<file path="src/adcc_pkg.sv">
`default_nettype none
package adcc_pkg;
   // ***************************************************
   // Clock and bus
   // ***************************************************
   localparam int unsigned PCLK_PERIOD_NS = 50;
   // Register indices; byte address is four times the index
   localparam logic [9:0]  IDX_CONTROL_STATUS = 10'h070;
   localparam logic [9:0]  IDX_RESULT_HIGH    = 10'h071;
   localparam logic [9:0]  IDX_RESULT_LOW     = 10'h072;
   // Control/status field positions
   localparam int unsigned CSR_EOC_POS   = 7;
   localparam int unsigned CSR_SPEED_POS = 6;
   localparam int unsigned CSR_ON_POS    = 5;
   localparam int unsigned CSR_FULL_POS  = 4;
   localparam int unsigned CSR_CH_LSB    = 0;
   // Reset values
   localparam logic [7:0]  CSR_RESET    = 8'h00;
   localparam logic [9:0]  RESULT_RESET = 10'h000;
   // ***************************************************
   // Conversion timing
   // ***************************************************
   localparam int unsigned RES_BITS        = 10;
   localparam int unsigned SAMPLE_TICKS    = 4;
   localparam int unsigned STEP_TICKS      = 6;
   localparam int unsigned WAKE_SETTLE_NS  = 20_000;
   localparam int unsigned WAKE_SETTLE_CYC =
      (WAKE_SETTLE_NS + PCLK_PERIOD_NS - 1) / PCLK_PERIOD_NS;
   // Rate codes {full-speed, speed}
   localparam logic [1:0]  RATE_DIV4 = 2'h0;
   localparam logic [1:0]  RATE_FULL = 2'h3;
   typedef enum logic [1:0] {
      ST_OFF    = 2'b00,
      ST_SAMPLE = 2'b01,
      ST_STEP   = 2'b10,
      ST_PUSH   = 2'b11
   } adcc_state_type;
   typedef enum logic [1:0] {
      HIT_NONE = 2'b00,
      HIT_CSR  = 2'b01,
      HIT_HIGH = 2'b10,
      HIT_LOW  = 2'b11
   } adcc_hit_type;
endpackage
`default_nettype wire

</file>
<file path="src/adcc_top.sv">
`timescale 1ns/1ps
`default_nettype none
module adcc_top
   import adcc_pkg::*;
(
   input  wire logic        pclk,        // Bus clock, 20 MHz
   input  wire logic        presetn,     // Async reset, low
   input  wire logic        psel,        // APB select
   input  wire logic        penable,     // APB enable
   input  wire logic        pwrite,      // APB direction
   input  wire logic [11:0] paddr,       // APB byte address
   input  wire logic [31:0] pwdata,      // APB write data
   output logic      [31:0] prdata,      // APB read data
   output logic             pready,      // APB ready
   output logic             pslverr,     // APB error, unmapped
   input  wire logic        halt_mode,   // Core in halt
   input  wire logic        comp_in,     // Comparator, input above trial
   output logic             adc_enable,  // Analog core powered
   output logic      [3:0]  channel_sel, // Input multiplexer select
   output logic      [9:0]  dac_code,    // Trial word to the DAC
   output logic             sample_hold  // Sample switch closed
);
   localparam int unsigned SW          = $clog2(WAKE_SETTLE_CYC + 1);
   localparam logic [SW-1:0] SETTLE_LOAD = SW'(WAKE_SETTLE_CYC);
   localparam logic [2:0]  SAMPLE_LAST = 3'(SAMPLE_TICKS - 1);
   localparam logic [2:0]  STEP_LAST   = 3'(STEP_TICKS - 1);
   localparam logic [3:0]  MSB_IDX     = 4'(RES_BITS - 1);

   // ***************************************************
   // Helpers
   // ***************************************************
   function automatic adcc_hit_type reg_hit(input logic [11:0] a);
      case (a[11:2])
         IDX_CONTROL_STATUS: return HIT_CSR;
         IDX_RESULT_HIGH:    return HIT_HIGH;
         IDX_RESULT_LOW:     return HIT_LOW;
         default:            return HIT_NONE;
      endcase
   endfunction

   function automatic logic [9:0] bit_mask(input logic [3:0] i);
      return 10'h001 << i;
   endfunction

   // ***************************************************
   // Declarations
   // ***************************************************
   adcc_state_type state_q, state_d;
   logic           eoc_q, eoc_d;
   logic           speed_q, speed_d;
   logic           converter_on_q, converter_on_d;
   logic           full_q, full_d;
   logic [3:0]     ch_q, ch_d;
   logic [9:0]     result_q, result_d;
   logic [31:0]    prdata_q, prdata_d;
   logic           pready_q, pready_d;
   logic           pslverr_q, pslverr_d;
   logic [2:0]     tcnt_q, tcnt_d;
   logic [3:0]     bit_q, bit_d;
   logic [9:0]     trial_q, trial_d;
   logic           sh_q, sh_d;
   logic           pwr_q, pwr_d;
   logic [SW-1:0]  settle_q, settle_d;
   logic [2:0]     comp_s_q;
   logic           comp_f_q, comp_f_d;
   adcc_hit_type   hit;
   logic           setup_acc, done_acc, wr_csr, rd_high, rd_hold;
   logic           ch_change, abort, restart, tick;
   logic [3:0]     wdata_ch;
   logic [9:0]     decided;
   logic           buf_in_valid, buf_in_ready, buf_out_valid, buf_out_ready, drain;
   logic [9:0]     buf_out_data;

   // ***************************************************
   // APB decode
   // ***************************************************
   assign hit       = reg_hit(paddr);
   assign setup_acc = psel & penable & ~pready_q;
   assign done_acc  = psel & penable & pready_q;
   assign wr_csr    = done_acc & pwrite & (hit == HIT_CSR);
   assign rd_high   = done_acc & ~pwrite & (hit == HIT_HIGH);
   assign rd_hold   = psel & penable & ~pwrite & ((hit == HIT_HIGH) | (hit == HIT_LOW));
   assign wdata_ch  = pwdata[CSR_CH_LSB +: 4];
   assign ch_change = wr_csr & (wdata_ch != ch_q) & (state_q != ST_OFF);
   // stop on converter-off; halt stops too; wait has no effect
   assign abort     = (state_q != ST_OFF) & (~converter_on_d | halt_mode | ch_change);
   assign restart   = ch_change & converter_on_d & ~halt_mode;

   // ***************************************************
   // Registers and bus answer
   // ***************************************************
   always_comb
   begin
      pready_d  = setup_acc;
      pslverr_d = setup_acc & (hit == HIT_NONE);
      prdata_d  = 32'h0000_0000;
      if (setup_acc && !pwrite)
      begin
         case (hit)
            HIT_CSR:  prdata_d = {24'h00_0000, eoc_q, speed_q, converter_on_q, full_q, ch_q};
            HIT_HIGH: prdata_d = {24'h00_0000, result_q[9:2]};
            HIT_LOW:  prdata_d = {30'h0000_0000, result_q[1:0]};
            default:  prdata_d = 32'h0000_0000;
         endcase
      end
      speed_d = speed_q;
      converter_on_d  = converter_on_q;
      full_d  = full_q;
      ch_d    = ch_q;
      if (wr_csr)
      begin
         speed_d = pwdata[CSR_SPEED_POS];
         converter_on_d  = pwdata[CSR_ON_POS];
         full_d  = pwdata[CSR_FULL_POS];
         // channel field straight to the multiplexer
         ch_d    = wdata_ch;
      end
      eoc_d = eoc_q;
      // clear on high read or control write
      if (wr_csr || rd_high)
      begin
         eoc_d = 1'b0;
      end
      if (drain)
      begin
         eoc_d = 1'b1;
      end
      result_d = drain ? buf_out_data : result_q;
   end

   always_ff @(posedge pclk or negedge presetn)
   begin
      if (!presetn)
      begin
         eoc_q     <= CSR_RESET[CSR_EOC_POS];
         speed_q   <= CSR_RESET[CSR_SPEED_POS];
         converter_on_q    <= CSR_RESET[CSR_ON_POS];
         full_q    <= CSR_RESET[CSR_FULL_POS];
         ch_q      <= CSR_RESET[CSR_CH_LSB +: 4];
         result_q  <= RESULT_RESET;
         prdata_q  <= 32'h0000_0000;
         pready_q  <= 1'b0;
         pslverr_q <= 1'b0;
      end
      else
      begin
         eoc_q     <= eoc_d;
         speed_q   <= speed_d;
         converter_on_q    <= converter_on_d;
         full_q    <= full_d;
         ch_q      <= ch_d;
         result_q  <= result_d;
         prdata_q  <= prdata_d;
         pready_q  <= pready_d;
         pslverr_q <= pslverr_d;
      end
   end

   // ***************************************************
   // Comparator synchroniser and wake settle
   // ***************************************************
   always_comb
   begin
      comp_f_d = (comp_s_q[1] == comp_s_q[2]) ? comp_s_q[2] : comp_f_q;
      if (halt_mode)
      begin
         settle_d = SETTLE_LOAD;
      end
      else if (settle_q != '0)
      begin
         settle_d = settle_q - SW'(1);
      end
      else
      begin
         settle_d = settle_q;
      end
   end

   always_ff @(posedge pclk or negedge presetn)
   begin
      if (!presetn)
      begin
         comp_s_q <= 3'h0;
         comp_f_q <= 1'b0;
         settle_q <= '0;
      end
      else
      begin
         comp_s_q <= {comp_s_q[1:0], comp_in};
         comp_f_q <= comp_f_d;
         settle_q <= settle_d;
      end
   end

   // ***************************************************
   // Conversion sequencer
   // ***************************************************
   // comparator high keeps the bit under trial; low clears only that bit
   assign decided = comp_f_q ? trial_q : (trial_q & ~bit_mask(bit_q));

   always_comb
   begin
      state_d      = state_q;
      tcnt_d       = tcnt_q;
      bit_d        = bit_q;
      trial_d      = trial_q;
      buf_in_valid = 1'b0;
      case (state_q)
         ST_OFF:
         begin
            if (converter_on_q && !halt_mode && settle_q == '0)
            begin
               state_d = ST_SAMPLE;
               tcnt_d  = 3'h0;
               trial_d = 10'h000;
            end
         end
         ST_SAMPLE:
         begin
            if (tick)
            begin
               if (tcnt_q == SAMPLE_LAST)
               begin
                  state_d = ST_STEP;
                  tcnt_d  = 3'h0;
                  bit_d   = MSB_IDX;
                  trial_d = bit_mask(MSB_IDX);
               end
               else
               begin
                  tcnt_d = tcnt_q + 3'h1;
               end
            end
         end
         ST_STEP:
         begin
            // one bit per step, MSB first
            if (tick)
            begin
               if (tcnt_q == STEP_LAST)
               begin
                  tcnt_d = 3'h0;
                  if (bit_q == 4'h0)
                  begin
                     state_d = ST_PUSH;
                     trial_d = decided;
                  end
                  else
                  begin
                     bit_d   = bit_q - 4'h1;
                     trial_d = decided | bit_mask(bit_q - 4'h1);
                  end
               end
               else
               begin
                  tcnt_d = tcnt_q + 3'h1;
               end
            end
         end
         ST_PUSH:
         begin
            // hand over result, then go again
            buf_in_valid = 1'b1;
            if (buf_in_ready)
            begin
               state_d = ST_SAMPLE;
               tcnt_d  = 3'h0;
               trial_d = 10'h000;
            end
         end
         default:
         begin
            state_d = ST_OFF;
         end
      endcase
      if (restart)
      begin
         state_d = ST_SAMPLE;
         tcnt_d  = 3'h0;
         trial_d = 10'h000;
      end
      else if (abort)
      begin
         state_d = ST_OFF;
         tcnt_d  = 3'h0;
         trial_d = 10'h000;
      end
      pwr_d = (state_d != ST_OFF);
      sh_d  = (state_d == ST_SAMPLE);
   end

   always_ff @(posedge pclk or negedge presetn)
   begin
      if (!presetn)
      begin
         state_q <= ST_OFF;
         tcnt_q  <= 3'h0;
         bit_q   <= 4'h0;
         trial_q <= 10'h000;
         pwr_q   <= 1'b0;
         sh_q    <= 1'b0;
      end
      else
      begin
         state_q <= state_d;
         tcnt_q  <= tcnt_d;
         bit_q   <= bit_d;
         trial_q <= trial_d;
         pwr_q   <= pwr_d;
         sh_q    <= sh_d;
      end
   end

   // ***************************************************
   // Rate divider and result buffer
   // ***************************************************
   adcc_clkdiv u_div (
      .pclk    (pclk),
      .presetn (presetn),
      // Divider phase restarts at each sample entry
      .run     ((state_q != ST_OFF) && (state_q != ST_PUSH) && !restart),
      .rate    ({full_q, speed_q}),
      .tick    (tick)
   );

   // Results wait here while a result read is in progress
   assign buf_out_ready = ~rd_hold;
   assign drain         = buf_out_valid & buf_out_ready;

   adcc_buf2 #(
      .W     (RES_BITS),
      .DEPTH (2)
   ) u_buf (
      .pclk      (pclk),
      .presetn   (presetn),
      .flush     (abort),
      .in_valid  (buf_in_valid),
      .in_ready  (buf_in_ready),
      .in_data   (trial_q),
      .out_valid (buf_out_valid),
      .out_ready (buf_out_ready),
      .out_data  (buf_out_data)
   );

   assign prdata      = prdata_q;
   assign pready      = pready_q;
   assign pslverr     = pslverr_q;
   assign adc_enable  = pwr_q;
   assign channel_sel = ch_q;
   assign dac_code    = trial_q;
   assign sample_hold = sh_q;
endmodule
`default_nettype wire

</file>
<file path="src/adcc_clkdiv.sv">
`timescale 1ns/1ps
`default_nettype none
module adcc_clkdiv
   import adcc_pkg::*;
(
   input  wire logic       pclk,    // Bus clock
   input  wire logic       presetn, // Async reset, low
   input  wire logic       run,     // Converter active
   input  wire logic [1:0] rate,    // Full-speed and speed bits
   output logic            tick     // Converter clock enable
);
   logic [1:0] cnt_q;
   logic [1:0] cnt_d;
   logic       tick_q;
   logic       tick_d;
   logic [1:0] last;

   always_comb
   begin
      case (rate)
         RATE_DIV4: last = 2'h3;
         RATE_FULL: last = 2'h0;
         default:   last = 2'h1;
      endcase
      cnt_d  = cnt_q;
      tick_d = 1'b0;
      // Idle: preload so the first tick lands one full period after start
      if (!run)
      begin
         cnt_d  = (last == 2'h0) ? 2'h0 : 2'h1;
         tick_d = (last == 2'h0);
      end
      else if (cnt_q >= last)
      begin
         cnt_d  = 2'h0;
         tick_d = 1'b1;
      end
      else
      begin
         cnt_d = cnt_q + 2'h1;
      end
   end

   always_ff @(posedge pclk or negedge presetn)
   begin
      if (!presetn)
      begin
         cnt_q  <= 2'h0;
         tick_q <= 1'b0;
      end
      else
      begin
         cnt_q  <= cnt_d;
         tick_q <= tick_d;
      end
   end

   assign tick = tick_q;
endmodule
`default_nettype wire

</file>
<file path="src/adcc_buf2.sv">
`timescale 1ns/1ps
`default_nettype none
module adcc_buf2 #(
   parameter int unsigned W     = 10,
   parameter int unsigned DEPTH = 2
) (
   input  wire logic         pclk,      // Bus clock
   input  wire logic         presetn,   // Async reset, low
   input  wire logic         flush,     // Drop all entries
   input  wire logic         in_valid,  // Word offered
   output logic              in_ready,  // Room for a word
   input  wire logic [W-1:0] in_data,   // Word in
   output logic              out_valid, // Word waiting
   input  wire logic         out_ready, // Consumer takes word
   output logic [W-1:0]      out_data   // Oldest word
);
   localparam int unsigned PW = (DEPTH > 1) ? $clog2(DEPTH) : 1;
   localparam int unsigned CW = $clog2(DEPTH + 1);

   logic [W-1:0]  mem_q [DEPTH];
   logic [W-1:0]  mem_d [DEPTH];
   logic [PW-1:0] wptr_q, wptr_d, rptr_q, rptr_d;
   logic [CW-1:0] cnt_q, cnt_d;
   logic          push, pop;

   function automatic logic [PW-1:0] ptr_next(input logic [PW-1:0] p);
      return (p == PW'(DEPTH - 1)) ? '0 : p + PW'(1);
   endfunction

   assign in_ready  = (cnt_q != CW'(DEPTH));
   assign out_valid = (cnt_q != '0);
   assign out_data  = mem_q[rptr_q];
   assign push      = in_valid & in_ready;
   assign pop       = out_valid & out_ready;

   always_comb
   begin
      mem_d  = mem_q;
      wptr_d = wptr_q;
      rptr_d = rptr_q;
      cnt_d  = cnt_q;
      if (flush)
      begin
         wptr_d = '0;
         rptr_d = '0;
         cnt_d  = '0;
      end
      else
      begin
         if (push)
         begin
            mem_d[wptr_q] = in_data;
            wptr_d        = ptr_next(wptr_q);
         end
         if (pop)
         begin
            rptr_d = ptr_next(rptr_q);
         end
         cnt_d = cnt_q + CW'(push) - CW'(pop);
      end
   end

   always_ff @(posedge pclk or negedge presetn)
   begin
      if (!presetn)
      begin
         for (int i = 0; i < DEPTH; i++)
         begin
            mem_q[i] <= '0;
         end
         wptr_q <= '0;
         rptr_q <= '0;
         cnt_q  <= '0;
      end
      else
      begin
         mem_q  <= mem_d;
         wptr_q <= wptr_d;
         rptr_q <= rptr_d;
         cnt_q  <= cnt_d;
      end
   end
endmodule
`default_nettype wire

</file>
<file path="config.mk">
export PLATFORM = sky130hd
export DESIGN_NAME = adcc_top
export DESIGN_NICKNAME = d
export VERILOG_FILES = /design/src/adcc_pkg.sv /design/src/adcc_top.sv /design/src/adcc_clkdiv.sv /design/src/adcc_buf2.sv
export SDC_FILE = /design/constraint.sdc
export NUM_CORES = 1
export LEC_CHECK = 0
export BUFFER_PORTS_ARGS = -buffer_cell sky130_fd_sc_hd__buf_2
export CORE_AREA = 2 2 97 99
export DETAILED_ROUTE_END_ITERATION = 10
export DIE_AREA = 0 0 99 101
export PLACE_DENSITY = 0.8
export SYNTH_ARGS = -nofsm -noshare
export SYNTH_HDL_FRONTEND = slang
export SYNTH_SLANG_ARGS = --single-unit
</file>
<file path="constraint.sdc">
create_clock -name pclk -period 3.3 [get_ports pclk]
set_input_delay 0.165 -clock pclk [delete_from_list [all_inputs] [get_ports pclk]]
set_output_delay 0.165 -clock pclk [all_outputs]
set_load 0.005 [all_outputs]
</file>
Word-level counts from Yosys, hierarchy flattened
Index checks and enable logic that the tools add are counted.
Widths: inputs -> output; s select.
{ "op_classes": {"n_reduce_logical": 29, "shift": 2, "order_cmp": 4, "bitwise_logic": 31, "addsub": 8, "n_mux": 64, "eq_ne": 28} }
{ "ops": {"columns": ["cell", "n"], "rows": [
  ["$mux 10", 14],
  ["$pmux 10 s4", 1],
  ["$eq 10x7->1 const B", 3],
  ["$mux 2", 12],
  ["$mux 3", 8],
  ["$pmux 8 s3", 1],
  ["$bwmux 20", 1],
  ["$mux 4", 5],
  ["$shl 1x4->10 const A", 2],
  ["$mux 9", 2],
  ["$and 1x1->1", 17],
  ["$reduce_bool 2->1", 8],
  ["$mux 1", 13],
  ["$ne 4x3->1 const B", 3],
  ["$ne 4x4->1 const B", 3],
  ["$pmux 3 s4", 1],
  ["$reduce_and 6->1", 2],
  ["$and 10x10->10", 1],
  ["$demux 10 s1", 1],
  ["$eq 2x2->1 const B", 5],
  ["$ne 2x2->1 const B", 5],
  ["$not 10->10", 1],
  ["$or 10x10->10", 1],
  ["$logic_not 9->1", 1],
  ["other kinds (32)", 55]
]} }
{ "totals": {"ff_bits": 113, "elab_cells": 191, "output_inout_bits": 50} }

Logic depth before layout (Yosys ltp)
Gate-level depths: netlist of run 1.
{ "logic_depth": {"word_depth": 12, "ltp_mapped": 11} }

Hierarchy
From an unflattened synthesis of run 1, not the netlist that was laid out.
{ "hier_totals": {"cells_unflattened": 449, "area_unflattened_um2": 4897.2} }
{ "modules_own_cells": {"columns": ["mod", "instances", "cells_per_inst", "area_per_inst_um2"], "rows": [
  ["adcc_top", 1, 356, 3638.5],
  ["adcc_buf2", 1, 77, 1098.6],
  ["adcc_clkdiv", 1, 16, 160.2]
]} }

Worst setup path before layout of run 1
No wires, ideal clock.
{ "synth_path": {"kind": "reg2reg", "start": "register settle_q[0]", "end": "register trial_q[3], in the netlist dac_code[3]", "path_stages_with_launch": 9, "setup_time_ns": 0.122, "required_ns": 3.178, "n_path_buf": 1, "setup_slack_ns": 1.025, "synth_period_minus_slack_ns": 2.275, "arrival_ns": 2.154, "path_cell_list": "dfrtp_1 > inv_1 > ha_1 > nor4b_4 > a31oi_1 > or3b_4 > clkbuf_1 > o21bai_1 > a32o_1"} }
{ "synth_between": {"elab_chain_len": 4} }
{ "synth_lines": {"columns": ["item", "line_no", "rtl"], "rows": [
  ["from (decl)", "adcc_top.sv:63", "logic [SW-1:0] settle_q, settle_d;"],
  ["from (signal assigned)", "adcc_top.sv:191", "settle_q <= settle_d;"],
  ["$logic_not 9->1", "adcc_top.sv:211", "if (converter_on_q && !halt_mode && settle_q == '0)"],
  ["$logic_and 1x1->1", "adcc_top.sv:211", null],
  ["$ne 4x4->1 (no source line)", null, null],
  ["$reduce_and 6->1 (no source line)", null, null],
  ["to (signal assigned)", "adcc_top.sv:308", "trial_q <= trial_d;"],
  ["to (decl)", "adcc_top.sv:60", "logic [9:0] trial_q, trial_d;"]
]} }
Every way passes these cells.
A chain may end at the register's enable or synchronous reset.

Worst setup path after layout of run 1
Same ends and word-level chain as after synthesis.

==> reports/metrics.yaml, run 1 <==
clock-skew-final_ns: 0.0156
place.gp.congestion: 0.842
die-area_um2: 10000
clock_path_buffers: 2
hold_path_class: "in2reg"
async_flop_share: 1.00
dr.pass1.iters: 4
fin_setup_tns_ns: 0
die_w_um: 99
synth-edff-count: 0
p_per_area_nw_per_um2: 379
grt_max_degree: 77
routed_wl_um: 9420
critical_path_buf_inv_count: 1
cp-start-kind: "flip-flop"
synth_compound_area_frac: 0.114
post-dp-hpwl_um: 6790
port_buffers: 49
final_nets: 567
ys_seq_area_frac: 0.466
slew-limit-headroom: 0.275
viasPerCell: 5.64
ys_ff_latch: 89
synth_fa_ha_area_frac: 0.0623
slew_viol_final: 0
synth_xor_area_frac: 0.0238
wl_per_cell_um: 15.5
cts_tree: "done"
drtIter0Drc: 165
fillCellCount: 717
cts.clk_slew.worst_paths_ns: 0.10
grt.overflow.total: 0
cts.htree.levels: 3
start_util: 0.533
synth_top_cell_area_share: 0.466
multi_input_area_um2: 2270
postRouteAntennaNets: 0
max_stage_delay_ns: 0.69
antenna_cells: 0
area.sequential_um2: 2230
syn_area_um2: 4780
crit_family: "simple AND/OR/NAND/NOR gates"
required_ns: 3.61
endpoint_kind: "flip-flop"
cap_violations: 0
cp_cell_sequence: "inv_1, ha_1, nor4b_4, a31oi_1, or3b_4, nor4_1, a32o_1"
cts-root-buf: "clkbuf_8"
core_um2: 8980
rsz0062_at_grt: "no"
crit_path_top_delay_cell: "nor4_1"
period_minus_slack_ns: 2.92
vias: 3436
synthTopCellsByCount: "dfrtp_1, nor2_1, a21oi_1, inv_1, buf_4"
yosysWarningCount: 0
status: "completed"
cts_made_buffers: 9
timing_worst_setup_path_type: "reg2reg"
ys_types: 64
std_cell_rows: 35
clock-sinks: 89
crit_fanout: 13
grt_pass1_vias: 3212
final_layout_size_suffix_gt1_frac: 0.215
drc_errors: 0
grt_antenna_before_repair: 0
leakagePower_nw: 2.56
synthSimpleGateAreaFrac: 0.141
die_h_um: 101
ys_top_cells_by_area: "dfrtp_1, ha_1, mux2i_1, mux2_2, buf_4"
cp.arrival_ns: 3.23
setup_viol: 0
r2r_setup_slack_ns: 0.38
syn_inst: 445
synth_top_family_by_area: "simple AND/OR/NAND/NOR gates"
syn_to_final_growth_pct: 9.52
synthMostInstantiatedCell: "dfrtp_1"
synth_ff_type: "dfrtp_1"
avgSynthCellArea_um2: 10.7
peakVddDrop_uv: 183
synth_top_cell_by_area: "dfrtp_1"
synth.mux.area_fraction: 0.115
clkLatencyLatePin_ns: 0.37
fmax_mhz: 342
track_usage: 0.195
hold_viol: 0
post-route-util: 0.583
final.period_utilization: 0.886
worst_pin_slew_ns: 1.08
grt_first_pass_wirelength_um: 15600
ios: 101
-- worst register-to-register path, delay by kind of cell, from the launching register on --
family	cells	cell delay, ns
buffers and inverters	1	0.10
AOI/OAI and AO/OA	2	0.49
DFF	1	0.40
adders and majority gates	1	0.28
and+or+nand+nor	3	1.60
-- final timing paths --
path                               end   startpoint  cells after the start
max                        dac_code[3]  settle_q[0]                      7
min                            speed_q    pwdata[6]                      2
max reg2reg                dac_code[3]  settle_q[0]                      7
min reg2reg                comp_s_q[1]  comp_s_q[0]                      0
max in group asynchronous    prdata[6]      presetn                      3
min in group asynchronous   adc_enable      presetn                      2
-- registers in the layout, indices dropped and copies added, names as in the netlist, 2 cells and up --
name	flops
u_buf.mem_q	20
dac_code	10
result_q	10
settle_q	9
prdata	8
bit_q	4
channel_sel	4
comp_s_q	3
tcnt_q	3
state_q	2
u_buf.cnt_q	2
u_div.cnt_q	2
-- metrics by stage --
stage	area [um^2]	setup WS [ns]	total power [mW]	hold WS, ns	instances
after global routing	5240	0.218	2.06	0.0338	609
final	5240	0.378	1.99	0.0374	609
after global placement	5020	0.540	1.26	0.277	591
after floorplan	4870	1.02	1.23	-0.131	468
after detailed placement	5020	0.501	1.26	0.276	591
after CTS	5240	0.463	2.00	0.0277	609
-- routing by layer --
metal	vias up	GRT usage	part of all wire
met5	-	0	0
met4	0	0.0790	0.022
met1	1664	0.260	0.44
li1	1623	-	-
met3	24	0.0361	0.056
met2	125	0.316	0.48
-- cell usage in the layout (no fill, tap or decap), types with 4 or more instances in the layout --
master	count
nor2_1	43
mux2_4	10
nand2_1	15
mux2i_1	21
nand2b_1	4
nand3_1	9
a31oi_1	7
buf_2	48
mux2_2	17
nor2b_1	4
ha_1	23
xor2_1	7
dfrtp_1	89
o41ai_1	4
clkbuf_8	9
xnor2_1	6
a21oi_1	29
inv_1	29
o211ai_1	4
nor3_1	6
buf_4	4
conb_1	24
nor4_1	6
o21ai_0	15
-- cell families after synthesis --
logic type / count (synthesis)
adder cells (fa/ha/maj): 24
multiplexers: 48
buffers and inverters: 69
flip-flops: 89
XOR/XNOR: 13
other: 1
AND/OR/NAND/NOR: 116
AO/OA/AOI/OAI: 85
-- where the power goes --
part / internal, mW / leakage (nW) / switching (mW) / total, mW
registers: 1.11 / 1.21 / 0.0196 / 1.13
clock network: 0.297 / 0.0942 / 0.447 / 0.744
logic: 0.0444 / 1.25 / 0.0721 / 0.117
total: 1.45 / 2.56 / 0.539 / 1.99
-- timing repair --
| item | 4_1_cts | 5_1_grt |
|---|---|---|
| resized for setup | 0 | 0 |
| buffers inserted | 0 | 0 |
| hold buffers | 2 | 0 |
| setup endpoints to repair | 0 | 0 |
| endpoints found under the hold margin | 76 | 0 |
-- cell type report --
cell class,count,area share
sequential,89,0.425
inverter,29,0.0208
clock inverter,7,0.0141
clock buffer,9,0.0237
multi-input combinational,310,0.434
tap,111,0.0265
timing repair buffer,54,0.0554
No activity file was read; power rests on OpenSTA's default activity.
==> run 2: changes to the inputs <==
--- a/config.mk
+++ b/config.mk
@@ -6,9 +6,9 @@
 export NUM_CORES = 1
 export LEC_CHECK = 0
 export BUFFER_PORTS_ARGS = -buffer_cell sky130_fd_sc_hd__buf_2
-export CORE_AREA = 2 2 97 99
+export CORE_AREA = 3 3 98 100
 export DETAILED_ROUTE_END_ITERATION = 10
-export DIE_AREA = 0 0 99 101
+export DIE_AREA = 0 0 101 103
 export PLACE_DENSITY = 0.8
 export SYNTH_ARGS = -nofsm -noshare
 export SYNTH_HDL_FRONTEND = slang
==> reports/metrics.yaml, run 2 (synthesis gave the netlist of run 1 again) <==
fin_setup_tns_ns: 0
core_um2: 8760
cts_tree: "done"
drc_errors: 0
dr.pass1.iters: 4
max_stage_delay_ns: 0.66
final.period_utilization: 0.880
peakVddDrop_uv: 175
ios: 101
hold_slack_ns: -0.0105
timing_worst_setup_path_type: "reg2reg"
drtIter0Drc: 197
endpoint_kind: "flip-flop"
cts-root-buf: "clkbuf_8"
post-dp-hpwl_um: 6810
final_cell_mix: "dfrtp_1, buf_2, nor2_1, inv_1, a21oi_1"
final_nets: 566
die_w_um: 101
post_cts_buffers: 0
antenna_cells: 0
placed_cells: 588
hold_viol: 5
largest_reg_flops: 20
critical_path_buf_inv_count: 1
clkLatencyLatePin_ns: 0.37
clock-sinks: 89
final_layout_size_suffix_gt1_frac: 0.215
clock_path_buffers: 2
largest-register: "u_buf.mem_q"
syn_to_final_growth_pct: 9.24
grt.overflow.total: 0
layout_commonest_cell: "dfrtp_1"
status: "finished with violations"
grt_antenna_before_repair: 0
start_util: 0.546
clock-skew-final_ns: 0.0126
crit_family: "simple AND/OR/NAND/NOR gates"
fmax_mhz: 344
grt_first_pass_wirelength_um: 15700
die-area_um2: 10400
port_buffers: 49
postRouteAntennaNets: 0
grt_pass1_vias: 3262
required_ns: 3.58
layout.cells.non_filler: 605
cts.clk_slew.worst_paths_ns: 0.10
fillCellCount: 705
violations: "negative hold slack"
slew_viol_final: 0
crit_fanout: 13
routed_wl_um: 9620
reg2regPathDepth: 7
rsz0062_at_grt: "no"
p_per_area_nw_per_um2: 379
hold_path_class: "in2async"
place.gp.congestion: 0.897
worst_pin_slew_ns: 1.10
cts.htree.levels: 3
grt_max_degree: 90
design_area_um2: 5220
slew-limit-headroom: 0.269
viasPerCell: 5.66
finalPower_mw: 1.98
r2r_end: "dac_code[2]"
std_cell_rows: 34
crit_path_top_delay_cell: "nor4_1"
cp-start-kind: "flip-flop"
dpl_cell_area_um2: 5020
track_usage: 0.189
cap_violations: 0
period_minus_slack_ns: 2.90
vias: 3422
leakagePower_nw: 2.56
setup_viol: 0
cp_cell_sequence: "inv_1, ha_1, nor4b_4, a31oi_1, or3b_4, nor4_1, o2bb2ai_1"
wl_per_cell_um: 15.9
reg2reg_from: "settle_q[0]"
die_h_um: 103
cts_made_buffers: 9
r2r_setup_slack_ns: 0.40
cp.arrival_ns: 3.19
## run 2: changes by cell type in the layout (fill, tap and decap cells not counted)
cell and change:
inv_8 -1, dlygate4sd3_1 -1, clkinv_4 +2, clkinvlp_4 -2, inv_6 +1
## run 2: worst max path at each step
stage,startpoint,endpoint,slack (ns),cells past startpoint
floorplan,settle_q[0],dac_code[3],1.02,8
detailed placement,settle_q[0],dac_code[2],0.48,7
global placement,settle_q[0],dac_code[3],0.62,7
global route,settle_q[0],dac_code[3],0.24,7
CTS,settle_q[0],dac_code[2],0.46,7
finish,settle_q[0],dac_code[2],0.40,7
## run 2: final cells by class
cell class | instances | area [um^2] | area share
repair buffers | 53 | 280 | 0.0537
well taps | 108 | 135 | 0.0259
clock inverters | 7 | 73.8 | 0.0141
clock buffers | 9 | 124 | 0.0237
multi-input cells | 310 | 2270 | 0.435
inverters | 29 | 109 | 0.0208
flip-flops and latches | 89 | 2230 | 0.426
## run 2: metal layers
layer	up-vias	track usage	wire length, um
met5	-	0	0
met3	19	0.0386	553
met4	0	0.0521	142
met2	115	0.327	4770
li1	1617	-	-
met1	1671	0.243	4150
## run 2: timing repair
action                                 CTS  global route
endpoints found under the hold margin    1             0
resized for setup                        0             0
hold buffers                             1             0
## run 2: report_power, final
group	switching [mW]	internal (mW)
Combinational	0.0720	0.0427
Sequential	0.0202	1.11
Clock	0.441	0.297
Total	0.533	1.45
## run 2: metrics by stage
stage | util | setup slack [ns]
after detailed placement | 0.572 | 0.482
after global routing | 0.596 | 0.241
after CTS | 0.596 | 0.460
final | 0.596 | 0.396
after global placement | 0.572 | 0.622
after floorplan | - | 1.02
==> run 3: changes to the inputs <==
--- a/config.mk
+++ b/config.mk
@@ -6,10 +6,12 @@
 export NUM_CORES = 1
 export LEC_CHECK = 0
 export BUFFER_PORTS_ARGS = -buffer_cell sky130_fd_sc_hd__buf_2
-export CORE_AREA = 3 3 98 100
+export CELL_PAD_IN_SITES_DETAIL_PLACEMENT = 1
+export CELL_PAD_IN_SITES_GLOBAL_PLACEMENT = 1
+export CORE_AREA = 3 3 110 112
 export DETAILED_ROUTE_END_ITERATION = 10
-export DIE_AREA = 0 0 101 103
-export PLACE_DENSITY = 0.8
+export DIE_AREA = 0 0 113 115
+export PLACE_DENSITY = 0.81
 export SYNTH_ARGS = -nofsm -noshare
 export SYNTH_HDL_FRONTEND = slang
 export SYNTH_SLANG_ARGS = --single-unit
==> reports/metrics.yaml, run 3 (synthesis gave the netlist of run 1 again) <==
cp.arrival_ns: 3.11
ios: 101
cap_violations: 0
routed_wl_um: 11100
viasPerCell: 5.40
postRouteAntennaNets: 0
status: "completed"
dr.pass1.iters: 4
layout_commonest_cell: "dfrtp_1"
crit_fanout: 13
cts-root-buf: "clkbuf_16"
final_nets: 565
die-area_um2: 13000
crit_path_top_delay_cell: "nor4_1"
die_w_um: 113
largest-register: "u_buf.mem_q"
layout.cells.non_filler: 639
grt_pass1_vias: 3622
critical_path_buf_inv_count: 1
busiest_layer: "met2"
track_usage: 0.178
place.gp.congestion: 0.825
drc_errors: 0
core_um2: 11300
final_layout_size_suffix_gt1_frac: 0.214
cts.clk_slew.worst_paths_ns: 0.08
peakVddDrop_uv: 188
clock_path_buffers: 2
fmax_mhz: 353
cts_tree: "done"
reg2regPathDepth: 7
clock-skew-final_ns: 0.0120
cp_num_cells: 7
gr-usage-met2: 0.316
cts_made_buffers: 9
setup_viol: 0
cp-start-kind: "flip-flop"
clkLatencyLatePin_ns: 0.34
clock-sinks: 89
hold_path_class: "in2async"
met3_usage: 0.0326
antenna_cells: 0
max_stage_delay_ns: 0.63
cp_cell_sequence: "inv_1, ha_1, nor4b_4, a31oi_1, or3b_4, nor4_1, a32o_1"
period_minus_slack_ns: 2.83
r2r_setup_slack_ns: 0.47
reg2reg_from: "settle_q[0]"
hold_viol: 0
design_area_um2: 5360
post-dp-hpwl_um: 7940
dpl_cell_area_um2: 5050
drtIter0Drc: 205
syn_to_final_growth_pct: 12.1
std_cell_rows: 39
wl_per_cell_um: 17.3
placed_cells: 622
grt_antenna_before_repair: 0
worst_pin_slew_ns: 1.12
dp_slack_ns: 0.507
final.period_utilization: 0.857
grt_first_pass_wirelength_um: 18500
crit_family: "simple AND/OR/NAND/NOR gates"
grt_max_degree: 90
cts.htree.levels: 3
p_per_area_nw_per_um2: 421
r2r_end: "dac_code[3]"
timing_worst_setup_path_type: "reg2reg"
rsz0062_at_grt: "no"
leakagePower_nw: 2.59
required_ns: 3.58
vias: 3449
grt.overflow.total: 0
grt_use_met1: 0.219
slew-limit-headroom: 0.255
fin_setup_tns_ns: 0
post_cts_buffers: 0
worst_slack_ns: 0.471
final_cell_mix: "dfrtp_1, buf_2, nor2_1, inv_1, a21oi_1"
die_h_um: 115
port_buffers: 49
endpoint_kind: "flip-flop"
slew_viol_final: 0
start_util: 0.422
largest_reg_flops: 20
==> run 3: changes by cell type in the layout (fill, tap and decap cells not counted) <==
cell,before,now
clkinv_4,3,0
clkinvlp_4,0,2
clkbuf_8,9,0
buf_4,4,3
inv_6,1,2
clkbuf_16,0,9
==> run 3: per-layer routing <==
layer	wire length [um]	part of all wire
met4	133	0.012
met5	0	0
met3	494	0.045
met1	4770	0.43
met2	5680	0.51
==> run 3: cell type report <==
cell class,count,area (um^2)
repair buffers,52,273
flip-flops and latches,89,2230
fillers,1254,5960
well taps,143,179
inverters,29,109
multi-input cells,310,2270
clock buffers,9,225
clock inverters,7,71.3
==> run 3: timing repair <==
action                    CTS  global route
hold endpoints to repair    1             0
hold buffers                1             0
gates resized for setup     0             0
==> run 3: how the worst max path moves through the flow <==
stage	start	endpoint
after floorplan	settle_q[0]	dac_code[3]
after global routing	settle_q[0]	dac_code[3]
after global placement	settle_q[0]	dac_code[3]
final	settle_q[0]	dac_code[3]
after CTS	settle_q[0]	dac_code[2]
after detailed placement	settle_q[0]	dac_code[2]
==> run 3: power by group <==
part           switching [mW]  total, mW  leakage (nW)  internal (mW)
Sequential             0.0215       1.13          1.21           1.11
Combinational          0.0749      0.118          1.25         0.0429
Clock                   0.477       1.01         0.139          0.533
Total                   0.574       2.26          2.59           1.68
==> run 3: per-stage QoR <==
| step | power, mW | util | hold WS (ns) |
|---|---|---|---|
| final | 2.26 | 0.473 | 0.0295 |
| after global routing | 2.34 | 0.473 | 0.0754 |
| after CTS | 2.28 | 0.473 | 0.0657 |
| after detailed placement | 1.27 | 0.446 | 0.275 |
| after global placement | 1.26 | 0.446 | 0.274 |
| after floorplan | 1.23 | - | -0.131 |
